==> src/epd_pkg.sv <==
`default_nettype none
package epd_pkg;
    // ========================================
    // Address map, 20-bit bus addresses
    localparam int ADDR_W = 20;
    localparam logic [19:0] PSEL0_BASE = 20'h7e000;
    localparam logic [19:0] PSEL0_LAST = 20'h7e7ff;
    localparam logic [19:0] PSEL1_BASE = 20'h7e800;
    localparam logic [19:0] PSEL1_LAST = 20'h7efff;
    localparam logic [19:0] PSEL2_BASE = 20'h7f000;
    localparam logic [19:0] PSEL2_LAST = 20'h7f7ff;
    localparam logic [19:0] PSEL3_BASE = 20'h7f800;
    localparam logic [19:0] PSEL3_LAST = 20'h7ffff;
    // Boot ROM 00000-07FFF, shadow 08000-0FFFF: A19..A16 == 0 selects it, A15 ignored
    localparam logic [3:0] ROM_PAGE = 4'h0;
    // User RAM 10000-17FFF, shadow 18000-1FFFF: A19..A16 == 1, A15 ignored
    localparam logic [3:0] RAM_PAGE = 4'h1;
    localparam int PAGE_LSB = 16;
    // Port address and data widths
    localparam int PORT_ADDR_W = 4;
    localparam int DATA_W = 8;
    // General I/O bit positions
    localparam int GIO_W = 8;
    localparam logic [7:0] GIO_CAPTURE_MASK = 8'h87;
    localparam logic [7:0] GIO_COMPARE_MASK = 8'h78;
    // Clock synthesis figures
    localparam int REF_HZ = 32768;
    localparam int PLL_MULT = 256;
    localparam int PLL_DOUBLE = 2;
    localparam int BASE_HZ = REF_HZ * PLL_MULT;
    localparam int BUS_HZ = BASE_HZ * PLL_DOUBLE;
    // Core clock rate and bus strobe divider derived from it
    localparam int CORE_HZ = 250000000;
    localparam int BUS_DIV = CORE_HZ / BUS_HZ;
    localparam int BASE_DIV = CORE_HZ / BASE_HZ;
    localparam int DIV_W = 6;
    localparam logic [5:0] BUS_DIV_M1 = 6'(BUS_DIV - 1);
    localparam logic [5:0] BASE_DIV_M1 = 6'(BASE_DIV - 1);
    // Pin synchroniser depth
    localparam int SYNC_STAGES = 3;
endpackage
`default_nettype wire

==> src/epd_div.sv <==
`default_nettype none
// ========================================
// Enable pulse divider, one pulse every (div_m1+1) cycles while run is high
module epd_div (
    input wire logic core_clk, // Core clock
    input wire logic srst, // Synchronous reset
    input wire logic run, // Count enable
    input wire logic [5:0] div_m1, // Period minus one
    output logic tick // One-cycle enable
);
    logic [5:0] cnt_reg;
    wire logic wrap = (cnt_reg >= div_m1);
    always_ff @(posedge core_clk)
    begin
        if (srst || !run)
        begin
            cnt_reg <= 6'h00;
            tick <= 1'b0;
        end
        else
        begin
            cnt_reg <= wrap ? 6'h00 : 6'(cnt_reg + 6'h01);
            tick <= wrap;
        end
    end
endmodule
`default_nettype wire

==> src/epd_sync.sv <==
`default_nettype none
// ========================================
// Three-stage pin synchroniser, change accepted when stages two and three agree
module epd_sync (
    input wire logic core_clk, // Core clock
    input wire logic srst, // Synchronous reset
    input wire logic pin_in, // Asynchronous pin
    output logic level_out // Filtered level
);
    logic s1_reg;
    logic s2_reg;
    logic s3_reg;
    always_ff @(posedge core_clk)
    begin
        if (srst)
        begin
            s1_reg <= 1'b0;
            s2_reg <= 1'b0;
            s3_reg <= 1'b0;
            level_out <= 1'b0;
        end
        else
        begin
            s1_reg <= pin_in;
            s2_reg <= s1_reg;
            s3_reg <= s2_reg;
            if (s2_reg == s3_reg)
                level_out <= s3_reg;
        end
    end
endmodule
`default_nettype wire

==> src/epd_top.sv <==
// Summary of operation
// - Port is memory mapped with separate read and write strobes.
// - Drive four low address bits and eight buffered data bits, bit 0 LSB.
// - Select 0 asserts only for addresses PERIPH_SELECT_0 through 7E7FF.
// - Select 1 asserts only for addresses PERIPH_SELECT_1 through 7EFFF.
// - Select 2 asserts only for addresses PERIPH_SELECT_2 through 7F7FF.
// - Select 3 asserts only for addresses PERIPH_SELECT_3 through 7FFFF.
// - Decoder also drives boot ROM and user RAM enables directly.
// - ROM and RAM respond also at their shadow ranges.
// - Eight-bit I/O port: bits 0-2,7 capture inputs, bits 3-6 compare outputs.
// - Synthesizer multiplies the 32.768 kHz reference by 256 initially.
// - After reset, no access runs until the loop reports lock.
// - After lock, firmware doubles the clock; port runs at 16.78 MHz.
`default_nettype none
module epd_top (
    input wire logic core_clk, // 250 MHz core clock
    input wire logic srst, // Synchronous reset, active high
    input wire logic pll_lock, // Synthesizer lock pin, asynchronous
    input wire logic clk_double, // Firmware clock-double control bit
    input wire logic req_valid, // Bus access request
    input wire logic req_write, // 1 write, 0 read
    input wire logic [19:0] req_addr, // Bus address
    input wire logic [7:0] req_wdata, // Write data
    output logic req_ready, // Request taken
    output logic rsp_valid, // Access finished
    output logic [7:0] rsp_rdata, // Read data from port
    output logic run_enable, // Instruction execution allowed
    output logic bus_tick, // Bus-rate enable pulse
    output logic rd_strobe_n, // Port read strobe
    output logic wr_strobe_n, // Port write strobe
    output logic periph_select_0_n, // Chip select PERIPH_SELECT_0 window
    output logic periph_select_1_n, // Chip select PERIPH_SELECT_1 window
    output logic periph_select_2_n, // Chip select PERIPH_SELECT_2 window
    output logic periph_select_3_n, // Chip select PERIPH_SELECT_3 window
    output logic rom_en_n, // Boot ROM enable
    output logic ram_rd_en_n, // User RAM read enable
    output logic ram_wr_en_n, // User RAM write enable
    output logic port_addr_bit0, // Port address bit 0
    output logic port_addr_bit1, // Port address bit 1
    output logic port_addr_bit2, // Port address bit 2
    output logic port_addr_bit3, // Port address bit 3
    input wire logic buffered_data_lsb_in, // Data bit 0 pin in
    input wire logic [6:0] buffered_data_upper_in, // Data bits 7..1 pin in
    output logic buffered_data_lsb_out, // Data bit 0 out
    output logic [6:0] buffered_data_upper_out, // Data bits 7..1 out
    output logic data_oe, // Data bus drive enable
    input wire logic capture_in_a, // I/O bit 0
    input wire logic capture_in_b, // I/O bit 1
    input wire logic capture_in_c, // I/O bit 2
    input wire logic capture_in_d, // I/O bit 7
    output logic [3:0] capture_level, // Synced capture inputs d,c,b,a
    input wire logic [3:0] compare_set, // Compare output values d..a
    output logic compare_out_a, // I/O bit 3
    output logic compare_out_b, // I/O bit 4
    output logic compare_out_c, // I/O bit 5
    output logic compare_out_d // I/O bit 6
);
    typedef enum logic [1:0] {ST_IDLE, ST_SETUP, ST_STROBE, ST_HOLD} epd_state_e;

    // ========================================
    // Lock and clock rate
    logic lock_s;
    logic rate_tick;
    logic [5:0] rate_div;
    logic [7:0] data_in_s;
    logic [3:0] cap_s;
    epd_sync u_sync_lock (
        .core_clk(core_clk),
        .srst(srst),
        .pin_in(pll_lock),
        .level_out(lock_s)
    );
    assign rate_div = clk_double ? epd_pkg::BUS_DIV_M1 : epd_pkg::BASE_DIV_M1;
    epd_div u_div (
        .core_clk(core_clk),
        .srst(srst),
        .run(lock_s),
        .div_m1(rate_div),
        .tick(rate_tick)
    );

    // ========================================
    // Pin inputs
    wire logic [7:0] data_pins = {buffered_data_upper_in, buffered_data_lsb_in};
    genvar gi;
    generate
        for (gi = 0; gi < epd_pkg::DATA_W; gi++)
        begin : g_din
            epd_sync u_sd (
                .core_clk(core_clk),
                .srst(srst),
                .pin_in(data_pins[gi]),
                .level_out(data_in_s[gi])
            );
        end
    endgenerate
    wire logic [3:0] cap_pins = {capture_in_d, capture_in_c, capture_in_b, capture_in_a};
    generate
        for (gi = 0; gi < 4; gi++)
        begin : g_cap
            epd_sync u_sc (
                .core_clk(core_clk),
                .srst(srst),
                .pin_in(cap_pins[gi]),
                .level_out(cap_s[gi])
            );
        end
    endgenerate

    // ========================================
    // Address decode
    // windows 0 to 3
    wire logic hit0 = (req_addr >= epd_pkg::PSEL0_BASE) && (req_addr <= epd_pkg::PSEL0_LAST);
    wire logic hit1 = (req_addr >= epd_pkg::PSEL1_BASE) && (req_addr <= epd_pkg::PSEL1_LAST);
    wire logic hit2 = (req_addr >= epd_pkg::PSEL2_BASE) && (req_addr <= epd_pkg::PSEL2_LAST);
    wire logic hit3 = (req_addr >= epd_pkg::PSEL3_BASE) && (req_addr <= epd_pkg::PSEL3_LAST);
    // memory pages, bit 15 ignored so shadows alias
    wire logic [3:0] page = req_addr[19:epd_pkg::PAGE_LSB];
    wire logic hit_rom = (page == epd_pkg::ROM_PAGE) && !req_write;
    wire logic hit_ram = (page == epd_pkg::RAM_PAGE);
    wire logic [3:0] hit_port = {hit3, hit2, hit1, hit0};

    // ========================================
    // Access sequencer
    epd_state_e st_reg, st_next;
    logic [3:0] sel_reg;
    logic wr_reg;
    logic mem_rom_reg;
    logic mem_ram_reg;
    wire logic take = (st_reg == ST_IDLE) && req_valid && rate_tick;
    wire logic any_hit = (|hit_port) || hit_rom || hit_ram;

    always_comb
    begin
        st_next = st_reg;
        unique case (st_reg)
            ST_IDLE: if (take) st_next = ST_SETUP;
            ST_SETUP: if (rate_tick) st_next = ST_STROBE;
            ST_STROBE: if (rate_tick) st_next = ST_HOLD;
            ST_HOLD: if (rate_tick) st_next = ST_IDLE;
        endcase
    end

    always_ff @(posedge core_clk)
    begin
        if (srst || !lock_s)
            st_reg <= ST_IDLE;
        else
            st_reg <= st_next;
    end

    always_ff @(posedge core_clk)
    begin
        if (srst)
        begin
            sel_reg <= 4'h0;
            wr_reg <= 1'b0;
            mem_rom_reg <= 1'b0;
            mem_ram_reg <= 1'b0;
        end
        else if (take)
        begin
            sel_reg <= hit_port;
            wr_reg <= req_write;
            mem_rom_reg <= hit_rom;
            mem_ram_reg <= hit_ram;
        end
    end

    // ========================================
    // Registered pin outputs
    wire logic active = (st_next == ST_SETUP) || (st_next == ST_STROBE) || (st_next == ST_HOLD);
    wire logic strobe_nx = (st_next == ST_STROBE);
    wire logic [3:0] sel_nx = take ? hit_port : sel_reg;
    wire logic wr_nx = take ? req_write : wr_reg;
    wire logic rom_nx = take ? hit_rom : mem_rom_reg;
    wire logic ram_nx = take ? hit_ram : mem_ram_reg;
    wire logic lock_ok = lock_s && !srst;

    always_ff @(posedge core_clk)
    begin
        if (srst)
        begin
            periph_select_0_n <= 1'b1;
            periph_select_1_n <= 1'b1;
            periph_select_2_n <= 1'b1;
            periph_select_3_n <= 1'b1;
            rd_strobe_n <= 1'b1;
            wr_strobe_n <= 1'b1;
            rom_en_n <= 1'b1;
            ram_rd_en_n <= 1'b1;
            ram_wr_en_n <= 1'b1;
            data_oe <= 1'b0;
        end
        else
        begin
            periph_select_0_n <= !(lock_ok && active && sel_nx[0]);
            periph_select_1_n <= !(lock_ok && active && sel_nx[1]);
            periph_select_2_n <= !(lock_ok && active && sel_nx[2]);
            periph_select_3_n <= !(lock_ok && active && sel_nx[3]);
            rd_strobe_n <= !(lock_ok && strobe_nx && !wr_nx && (|sel_nx));
            wr_strobe_n <= !(lock_ok && strobe_nx && wr_nx && (|sel_nx));
            rom_en_n <= !(lock_ok && strobe_nx && rom_nx);
            ram_rd_en_n <= !(lock_ok && strobe_nx && ram_nx && !wr_nx);
            ram_wr_en_n <= !(lock_ok && strobe_nx && ram_nx && wr_nx);
            // device drives only for port writes
            data_oe <= lock_ok && active && wr_nx && (|sel_nx);
        end
    end

    always_ff @(posedge core_clk)
    begin
        if (srst)
        begin
            {port_addr_bit3, port_addr_bit2, port_addr_bit1, port_addr_bit0} <= 4'h0;
            {buffered_data_upper_out, buffered_data_lsb_out} <= 8'h00;
        end
        else if (take)
        begin
            {port_addr_bit3, port_addr_bit2, port_addr_bit1, port_addr_bit0} <= req_addr[3:0];
            {buffered_data_upper_out, buffered_data_lsb_out} <= req_wdata;
        end
    end

    // ========================================
    // Handshake, read capture, status
    always_ff @(posedge core_clk)
    begin
        if (srst)
        begin
            req_ready <= 1'b0;
            rsp_valid <= 1'b0;
            rsp_rdata <= 8'h00;
            run_enable <= 1'b0;
            bus_tick <= 1'b0;
            capture_level <= 4'h0;
        end
        else
        begin
            req_ready <= take;
            rsp_valid <= (st_reg == ST_HOLD) && rate_tick && lock_s;
            if ((st_reg == ST_STROBE) && rate_tick && !wr_reg && (|sel_reg))
                rsp_rdata <= data_in_s;
            else if (take && !any_hit)
                rsp_rdata <= 8'h00;
            run_enable <= lock_s;
            bus_tick <= rate_tick;
            capture_level <= cap_s;
        end
    end

    always_ff @(posedge core_clk)
    begin
        if (srst)
            {compare_out_d, compare_out_c, compare_out_b, compare_out_a} <= 4'h0;
        else
            {compare_out_d, compare_out_c, compare_out_b, compare_out_a} <= compare_set;
    end

    // ========================================
    // Checks
    wire logic [3:0] sels_n = {periph_select_3_n, periph_select_2_n, periph_select_1_n, periph_select_0_n};
    property p_one_sel;
        @(posedge core_clk) disable iff (srst) $countones(~sels_n) <= 1;
    endproperty
    a_one_sel: assert property (p_one_sel) else $error("two selects low");
    property p_sel0_range;
        @(posedge core_clk) disable iff (srst) take && hit0 |=> !periph_select_0_n && periph_select_1_n;
    endproperty
    a_sel0_range: assert property (p_sel0_range) else $error("select 0 missed");
    property p_sel1_range;
        @(posedge core_clk) disable iff (srst) take && hit1 |=> !periph_select_1_n && periph_select_0_n;
    endproperty
    a_sel1_range: assert property (p_sel1_range) else $error("select 1 missed");
    property p_sel2_range;
        @(posedge core_clk) disable iff (srst) take && hit2 |=> !periph_select_2_n && periph_select_3_n;
    endproperty
    a_sel2_range: assert property (p_sel2_range) else $error("select 2 missed");
    property p_sel3_range;
        @(posedge core_clk) disable iff (srst) take && hit3 |=> !periph_select_3_n && periph_select_2_n;
    endproperty
    a_sel3_range: assert property (p_sel3_range) else $error("select 3 missed");
    property p_strobes_apart;
        @(posedge core_clk) disable iff (srst) !(!rd_strobe_n && !wr_strobe_n);
    endproperty
    a_strobes_apart: assert property (p_strobes_apart) else $error("both strobes low");
    property p_strobe_in_sel;
        @(posedge core_clk) disable iff (srst) !rd_strobe_n || !wr_strobe_n |-> sels_n != 4'hf;
    endproperty
    a_strobe_in_sel: assert property (p_strobe_in_sel) else $error("strobe without select");
    property p_no_run_unlocked;
        @(posedge core_clk) disable iff (srst) !lock_s |=> sels_n == 4'hf && rom_en_n && !req_ready;
    endproperty
    a_no_run_unlocked: assert property (p_no_run_unlocked) else $error("access before lock");
    property p_rom_shadow;
        @(posedge core_clk) disable iff (srst) take && hit_rom |-> ##[1:200] !rom_en_n;
    endproperty
    a_rom_shadow: assert property (p_rom_shadow) else $error("rom enable missed");
endmodule
`default_nettype wire

==> config.mk <==
export PLATFORM = sky130hd
export DESIGN_NAME = epd_top
export DESIGN_NICKNAME = d
export VERILOG_FILES = /design/src/epd_pkg.sv /design/src/epd_div.sv /design/src/epd_sync.sv /design/src/epd_top.sv
export SDC_FILE = /design/constraint.sdc
export NUM_CORES = 1
export LEC_CHECK = 0
export BUFFER_PORTS_ARGS = -buffer_cell sky130_fd_sc_hd__buf_2
export CAP_MARGIN = 20
export CORE_ASPECT_RATIO = 1.75
export CORE_MARGIN = 2
export CORE_UTILIZATION = 50
export DETAILED_ROUTE_END_ITERATION = 10
export PLACE_DENSITY = 0.83
export SLEW_MARGIN = 20
export SYNTH_ARGS = -nofsm -noshare
export SYNTH_HDL_FRONTEND = slang
export SYNTH_SLANG_ARGS = --single-unit
==> constraint.sdc <==
create_clock -name core_clk -period 2.6 [get_ports core_clk]
set_input_delay 0.78 -clock core_clk [delete_from_list [all_inputs] [get_ports core_clk]]
set_output_delay 0.78 -clock core_clk [all_outputs]
set_load 0.02 [all_outputs]
==> impl_metrics.yaml, run 1 <==
logic_synthesis:
  synth-compound-area-share_pct: 8.95
  synth_area_sq_um: 3540
  synth-simple-area-share_pct: 21.9
  yosys.area_share.adder_pct: 1.06
  synth_edf_count: 0
  syn_inst: 350
  syn-num-nets: 403
  synthXorXnorAreaFrac_pct: 0.743
  ys_seq_area_share_pct: 62.2
  ys_types: 39
  async_flop_share_pct: 0
  synth-seq-cells: 110
  avgSynthCellArea_sq_um: 10.1
  synth_top_family_by_area: "simple AND/OR/NAND/NOR gates"
  yosys_warnings: 0
  synth_ff_type: "dfxtp_1"
  synth_mux_area_share_pct: 2.83
finish:
  drive_gt1_share_pct: 24.7
  final_cell_mix: "dfxtp_1, buf_2, nand2_1"
  n_antenna_cell: 0
  final_area_sq_um: 4340
  fillCellCount: 551
  final-seq-area_sq_um: 2200
  area_growth_pct: 22.7
  design.final.nets: 487
  layout_commonest_cell: "dfxtp_1"
  multi_input_area_sq_um: 1260
timing:
  setup_viol: 0
  finalCritPeriodShare_pct: 80.6
  maxSlewViolCount: 0
  hold_viol: 0
  relSlewSlack_pct: 67.5
  period_needed_ps: 2090
  whs_ps: 439
  max_freq_mhz: 477
  fin_skew_ps: 7.02
  rsz0062_at_grt: "no"
  worst_pin_slew_ps: 483
  setup_ws_ps: 506
  fin_tns_setup_ps: 0
status:
  status: "finished, final reports clean"
routing:
  wl_um: 6230
  dr_wl_met2_um: 3290
  drt-pass1-iter-count: 4
  drt-met1-wl_um: 2510
  met3_length_um: 325
  highest_layer: "met4"
  via_count: 2606
  via_per_inst: 4.99
  ant_nets: 0
  wl_per_cell_um: 11.9
  drtIter0Drc: 181
  drc: 0
global_routing:
  grt_usage_pct: 17.2
  grt_max_degree: 84
  grt_pass1_vias: 2476
  grt_pass1_wl_um: 10300
  antenna_found_initial: 0
  overflow: 0
clocking:
  cts_max_level: 3
  tritoncts: "done"
  clk_pin_slew_ps: 70
  post-cts-setup-buffers: 0
  cts.sinks: 110
  root_buffer: "clkbuf_16"
  cts_buffer_depth: 2
  ctsHoldBuffers: 0
  worst_skew_pair.late_latency_ps: 340
  cts_buffers: 9
  cts.repair.resized: 0
floorplanning:
  rows: 40
  die_w_um: 67.6
  num_io_pins: 92
  die_y_um: 115
  fp.coreArea_sq_um: 6860
  die_area_sq_um: 7790
  initial_utilization_pct: 51.6
placed_design:
  dpl.hpwl_um: 4370
  dp_slack_ps: 160
  postPlaceCellArea_sq_um: 4050
  port_buffers: 84
  gp_congestion: 0.745
setup_path:
  crit_required_ps: 2870
  worst_setup_path_start_kind: "input port"
  worstPathMaxFanout: 5
  endpoint_kind: "register"
  cp.arrival_ps: 2370
  crit_type: "in -> reg"
power_and_ir_drop:
  leakage_nw: 1.84
  power.total_w: 0.00313
  powerDensity_nw_per_um2: 721
  vdd.ir_drop.worst_mv: 0.371
job:
  maxCapViolCount: 0
hold_path:
  hold_class: "reg -> reg"
-- area by class of cell --
cell class                      instances  area share (%)
Sequential cell                       110            50.7
Multi-Input combinational cell        220            29.1
Timing Repair Buffer                   88            10.7
Clock buffer                           11            5.59
Tap cell                               84            2.42
Clock inverter                          4            1.10
Inverter                                5           0.432
-- synth_stat cells (all sizes together), types with 2 or more instances --
library cell  count  area share, %
dfxtp           110             62
nand2            54            5.7
nor2b            53            9.4
a21oi            29            4.1
nor2             20            2.1
o21ai            15            2.1
clkbuf           11            1.2
mux2i            10            2.8
inv               5           0.53
buf               4           0.57
a211oi            3           0.78
a32o              3           0.85
and3              3           0.53
ha                3            1.1
nand3             3           0.42
nand2b            2           0.35
or3b              2           0.50
or4               2           0.53
xnor2             2           0.50
-- layer usage --
metal  global-route usage, %  vias to the layer above
met5                       0                        -
met4                    7.76                        0
met3                    4.31                        8
met2                    31.7                       59
met1                    17.5                     1218
li1                        -                     1321
-- critical path, cell delays in order --
cell and delay (ps):
buf_2 110, ha_1 270, or3b_2 460, a211oi_1 390, nand2_1 230, nor2_1 140
-- stage by stage --
stage | instances | utilization, %
after global routing | 522 | 63.3
after global placement | 507 | 59.1
final | 522 | 63.3
after detailed placement | 507 | 59.1
after CTS | 522 | 63.3
after floorplan | 350 | -
-- path summary, 6_finish.rpt --
path	start	slack [ps]	depth (start not counted)	end
hold reg to reg	g_din[7].u_sd.s1_reg$_SDFF_PP0_	440	1	g_din[7].u_sd.s2_reg$_SDFF_PP0_
setup / recovery	clk_double	510	6	u_div.cnt_reg[4]$_SDFF_PP0_
hold / removal	g_din[7].u_sd.s1_reg$_SDFF_PP0_	440	1	g_din[7].u_sd.s2_reg$_SDFF_PP0_
setup reg to reg	u_div.cnt_reg[0]$_SDFF_PP0_	640	6	u_div.cnt_reg[4]$_SDFF_PP0_
-- power breakdown --
group	switching [W]	leakage (nW)	internal [W]
clock network	0.000547	0.141	0.000764
registers	0.00000904	0.894	0.00171
logic	0.0000491	0.806	0.0000468
total	0.000605	1.84	0.00252
-- cells by family after synthesis --
| group | after synthesis |
|---|---|
| AO/OA/AOI/OAI | 54 |
| XOR/XNOR | 3 |
| adder cells (fa/ha/maj) | 3 |
| buffers and inverters | 20 |
| flip-flops | 110 |
| multiplexers | 10 |
| AND/OR/NAND/NOR | 150 |
Note: power is estimated with default switching activity, not from simulation.
==> run 2, diff against run 1 <==
--- a/config.mk
+++ b/config.mk
@@ -5,6 +5,7 @@
 export SDC_FILE = /design/constraint.sdc
 export NUM_CORES = 1
 export LEC_CHECK = 0
+export ABC_AREA = 1
 export BUFFER_PORTS_ARGS = -buffer_cell sky130_fd_sc_hd__buf_2
 export CAP_MARGIN = 20
 export CORE_ASPECT_RATIO = 1.75
==> constraint.sdc (replaced) <==
create_clock -name core_clk -period 2.19 [get_ports core_clk]
set_input_delay 0.657 -clock core_clk [delete_from_list [all_inputs] [get_ports core_clk]]
set_output_delay 0.657 -clock core_clk [all_outputs]
set_load 0.02 [all_outputs]
==> impl_metrics.yaml, run 2 <==
setup_path:
  crit_required_ps: 2400
  worstPathMaxFanout: 15
  endpoint_kind: "register"
  cp.arrival_ps: 1810
  path_cells: "nand2_2, nor2_8, buf_4, nand4_2, nand3_1, a21oi_1"
  cp_top_family: "simple AND/OR/NAND/NOR gates"
  crit_type: "reg -> reg"
  r2r_slack_ps: 590
  worst_setup_path_start_kind: "register"
  path_buf_inv: 1
  worstRegToRegCells: 6
  r2r_end: "rsp_rdata[1]$_SDFFE_PP0P_"
  max_stage_delay_ps: 400
  worstReg2RegStart: "u_div.tick$_SDFF_PP0_"
  startpoint: "u_div.tick$_SDFF_PP0_"
  cp_slowest_cell: "dfxtp_1"
routing:
  wl_per_cell_um: 11.0
  drc: 0
  ant_nets: 0
  via_per_inst: 4.69
  wl_um: 6910
  drt-pass1-iter-count: 4
  drtIter0Drc: 145
  via_count: 2935
floorplanning:
  rows: 41
  initial_utilization_pct: 51.6
  num_io_pins: 92
  die_y_um: 118
  die_area_sq_um: 8140
  die_w_um: 69.1
  fp.coreArea_sq_um: 7180
clocking:
  cts_buffers: 9
  tritoncts: "done"
  cts.repair.resized: 0
  cts.sinks: 110
  root_buffer: "clkbuf_16"
  worst_skew_pair.late_latency_ps: 340
  cts_buffer_depth: 2
  ctsHoldBuffers: 0
  cts_max_level: 3
  clk_pin_slew_ps: 70
  post-cts-setup-buffers: 0
hold_path:
  hold_start: "g_din[3].u_sd.s1_reg$_SDFF_PP0_"
  hold_end: "g_din[3].u_sd.s2_reg$_SDFF_PP0_"
  min_path_cells: 2
  hold_class: "reg -> reg"
timing:
  maxSlewViolCount: 0
  finalCritPeriodShare_pct: 73.0
  rsz0062_at_grt: "no"
  setup_viol: 0
  worst_pin_slew_ps: 362
  period_needed_ps: 1600
  max_freq_mhz: 626
  hold_viol: 0
  relSlewSlack_pct: 75.9
  fin_tns_setup_ps: 0
  fin_skew_ps: 6.47
global_routing:
  grt_pass1_wl_um: 11700
  grt_pass1_vias: 2794
  grt_max_degree: 85
  grt_usage_pct: 17.9
  overflow: 0
  antenna_found_initial: 0
logic_synthesis:
  synth-seq-cells: 110
  syn-num-nets: 502
  synth-compound-area-share_pct: 6.79
  syn_inst: 449
  async_flop_share_pct: 0
  synth_mux_area_share_pct: 0
  synth-simple-area-share_pct: 23.8
  synth_edf_count: 0
  synth_ff_type: "dfxtp_1"
  ys_seq_area_share_pct: 59.4
  synthXorXnorAreaFrac_pct: 0.709
  ys_types: 33
  yosys.area.top_type: "dfxtp_1"
  yosys.area_share.adder_pct: 1.01
  synth_area_sq_um: 3710
  yosysMostFrequentCell: "dfxtp_1"
  yosys-top-cells-count: "dfxtp_1, nor2_1, nand2_1"
  yosys_warnings: 0
  avgSynthCellArea_sq_um: 8.25
  synth_top_family_by_area: "simple AND/OR/NAND/NOR gates"
  synth_top_area_share_pct: 59.4
  synth_area_leaders: "dfxtp_1, nor2_1, nand2_1"
power_and_ir_drop:
  p_seq_share_pct: 55.9
  leakage_nw: 2.00
  power_frac_clock_pct: 40.5
  swShare_pct: 21.8
  powerDensity_nw_per_um2: 816
  combPwrFrac_pct: 3.6
  internal_power_w: 0.00286
  vdd.ir_drop.worst_mv: 0.577
  p_sw_w: 0.000799
finish:
  final_cell_mix: "dfxtp_1, nor2_1, buf_2"
  design.final.nets: 588
  area_growth_pct: 21.0
  instances_no_fill: 626
  fillCellCount: 605
  drive_gt1_share_pct: 22.0
  layout_commonest_cell: "dfxtp_1"
  n_antenna_cell: 0
placed_design:
  port_buffers: 84
  place_inst: 610
  dpl.hpwl_um: 4790
  gp_congestion: 0.829
status:
  status: "finished, final reports clean"
job:
  maxCapViolCount: 0
[run 2: how the worst max path moves through the flow]
| stage | endpoint | slack (ps) | cells past startpoint |
|---|---|---|---|
| floorplan | u_div.cnt_reg[5]$_SDFF_PP0_ | 680 | 6 |
| global placement | rsp_rdata[1]$_SDFFE_PP0P_ | 350 | 7 |
| detailed placement | rsp_rdata[1]$_SDFFE_PP0P_ | 320 | 7 |
| CTS | rsp_rdata[1]$_SDFFE_PP0P_ | 600 | 6 |
| global route | rsp_rdata[7]$_SDFFE_PP0P_ | 450 | 7 |
| finish | rsp_rdata[1]$_SDFFE_PP0P_ | 590 | 6 |
[run 2: layer usage]
metal,global-route usage (%),wire (um),vias up
met3,5.48,303,20
li1,-,-,1547
met2,32.3,3620,77
met1,17.5,2720,1291
met5,0,0,-
met4,10.3,265,0
[run 2: through the flow]
step	util [%]	setup slack (ps)	hold WS, ps	cell area, sq um	total power (W)
after floorplan	-	676	388	3710	0.00216
after global placement	58.6	347	389	4210	0.00222
after detailed placement	58.6	316	392	4210	0.00222
after CTS	62.5	595	402	4490	0.00370
after global routing	62.5	447	412	4490	0.00380
final	62.5	592	402	4490	0.00366
[run 2: logic make-up after synthesis]
| family | Yosys count |
|---|---|
| simple gates | 209 |
| flops | 110 |
| buf+inv | 78 |
| compound gates | 46 |
| xor+xnor | 3 |
| fa+ha+maj | 3 |
[run 2: power by group through the flow]
| stage | clock, W | combinational [W] | sequential, W |
|---|---|---|---|
| floorplan | 0 | 0.0000664 | 0.00209 |
| global placement | 0 | 0.000128 | 0.00209 |
| detailed placement | 0 | 0.000131 | 0.00209 |
| CTS | 0.00152 | 0.000132 | 0.00204 |
| global route | 0.00161 | 0.000150 | 0.00205 |
| finish | 0.00148 | 0.000131 | 0.00204 |
[run 2: area by class of cell]
cell class	instances	area [sq um]	share of cell area (%)
inverters	66	248	5.52
multi-input cells	261	1200	26.7
clock buffers	9	225	5.02
flip-flops and latches	110	2200	49.1
repair buffers	87	455	10.2
clock inverters	7	48.8	1.09
well taps	86	108	2.40
[run 2: worst register-to-register path, cell delays in order (launching register included)]
cell and delay, ps:
dfxtp_1 400, nand2_2 130, nor2_8 240, buf_4 250
nand4_2 240, nand3_1 140, a21oi_1 70
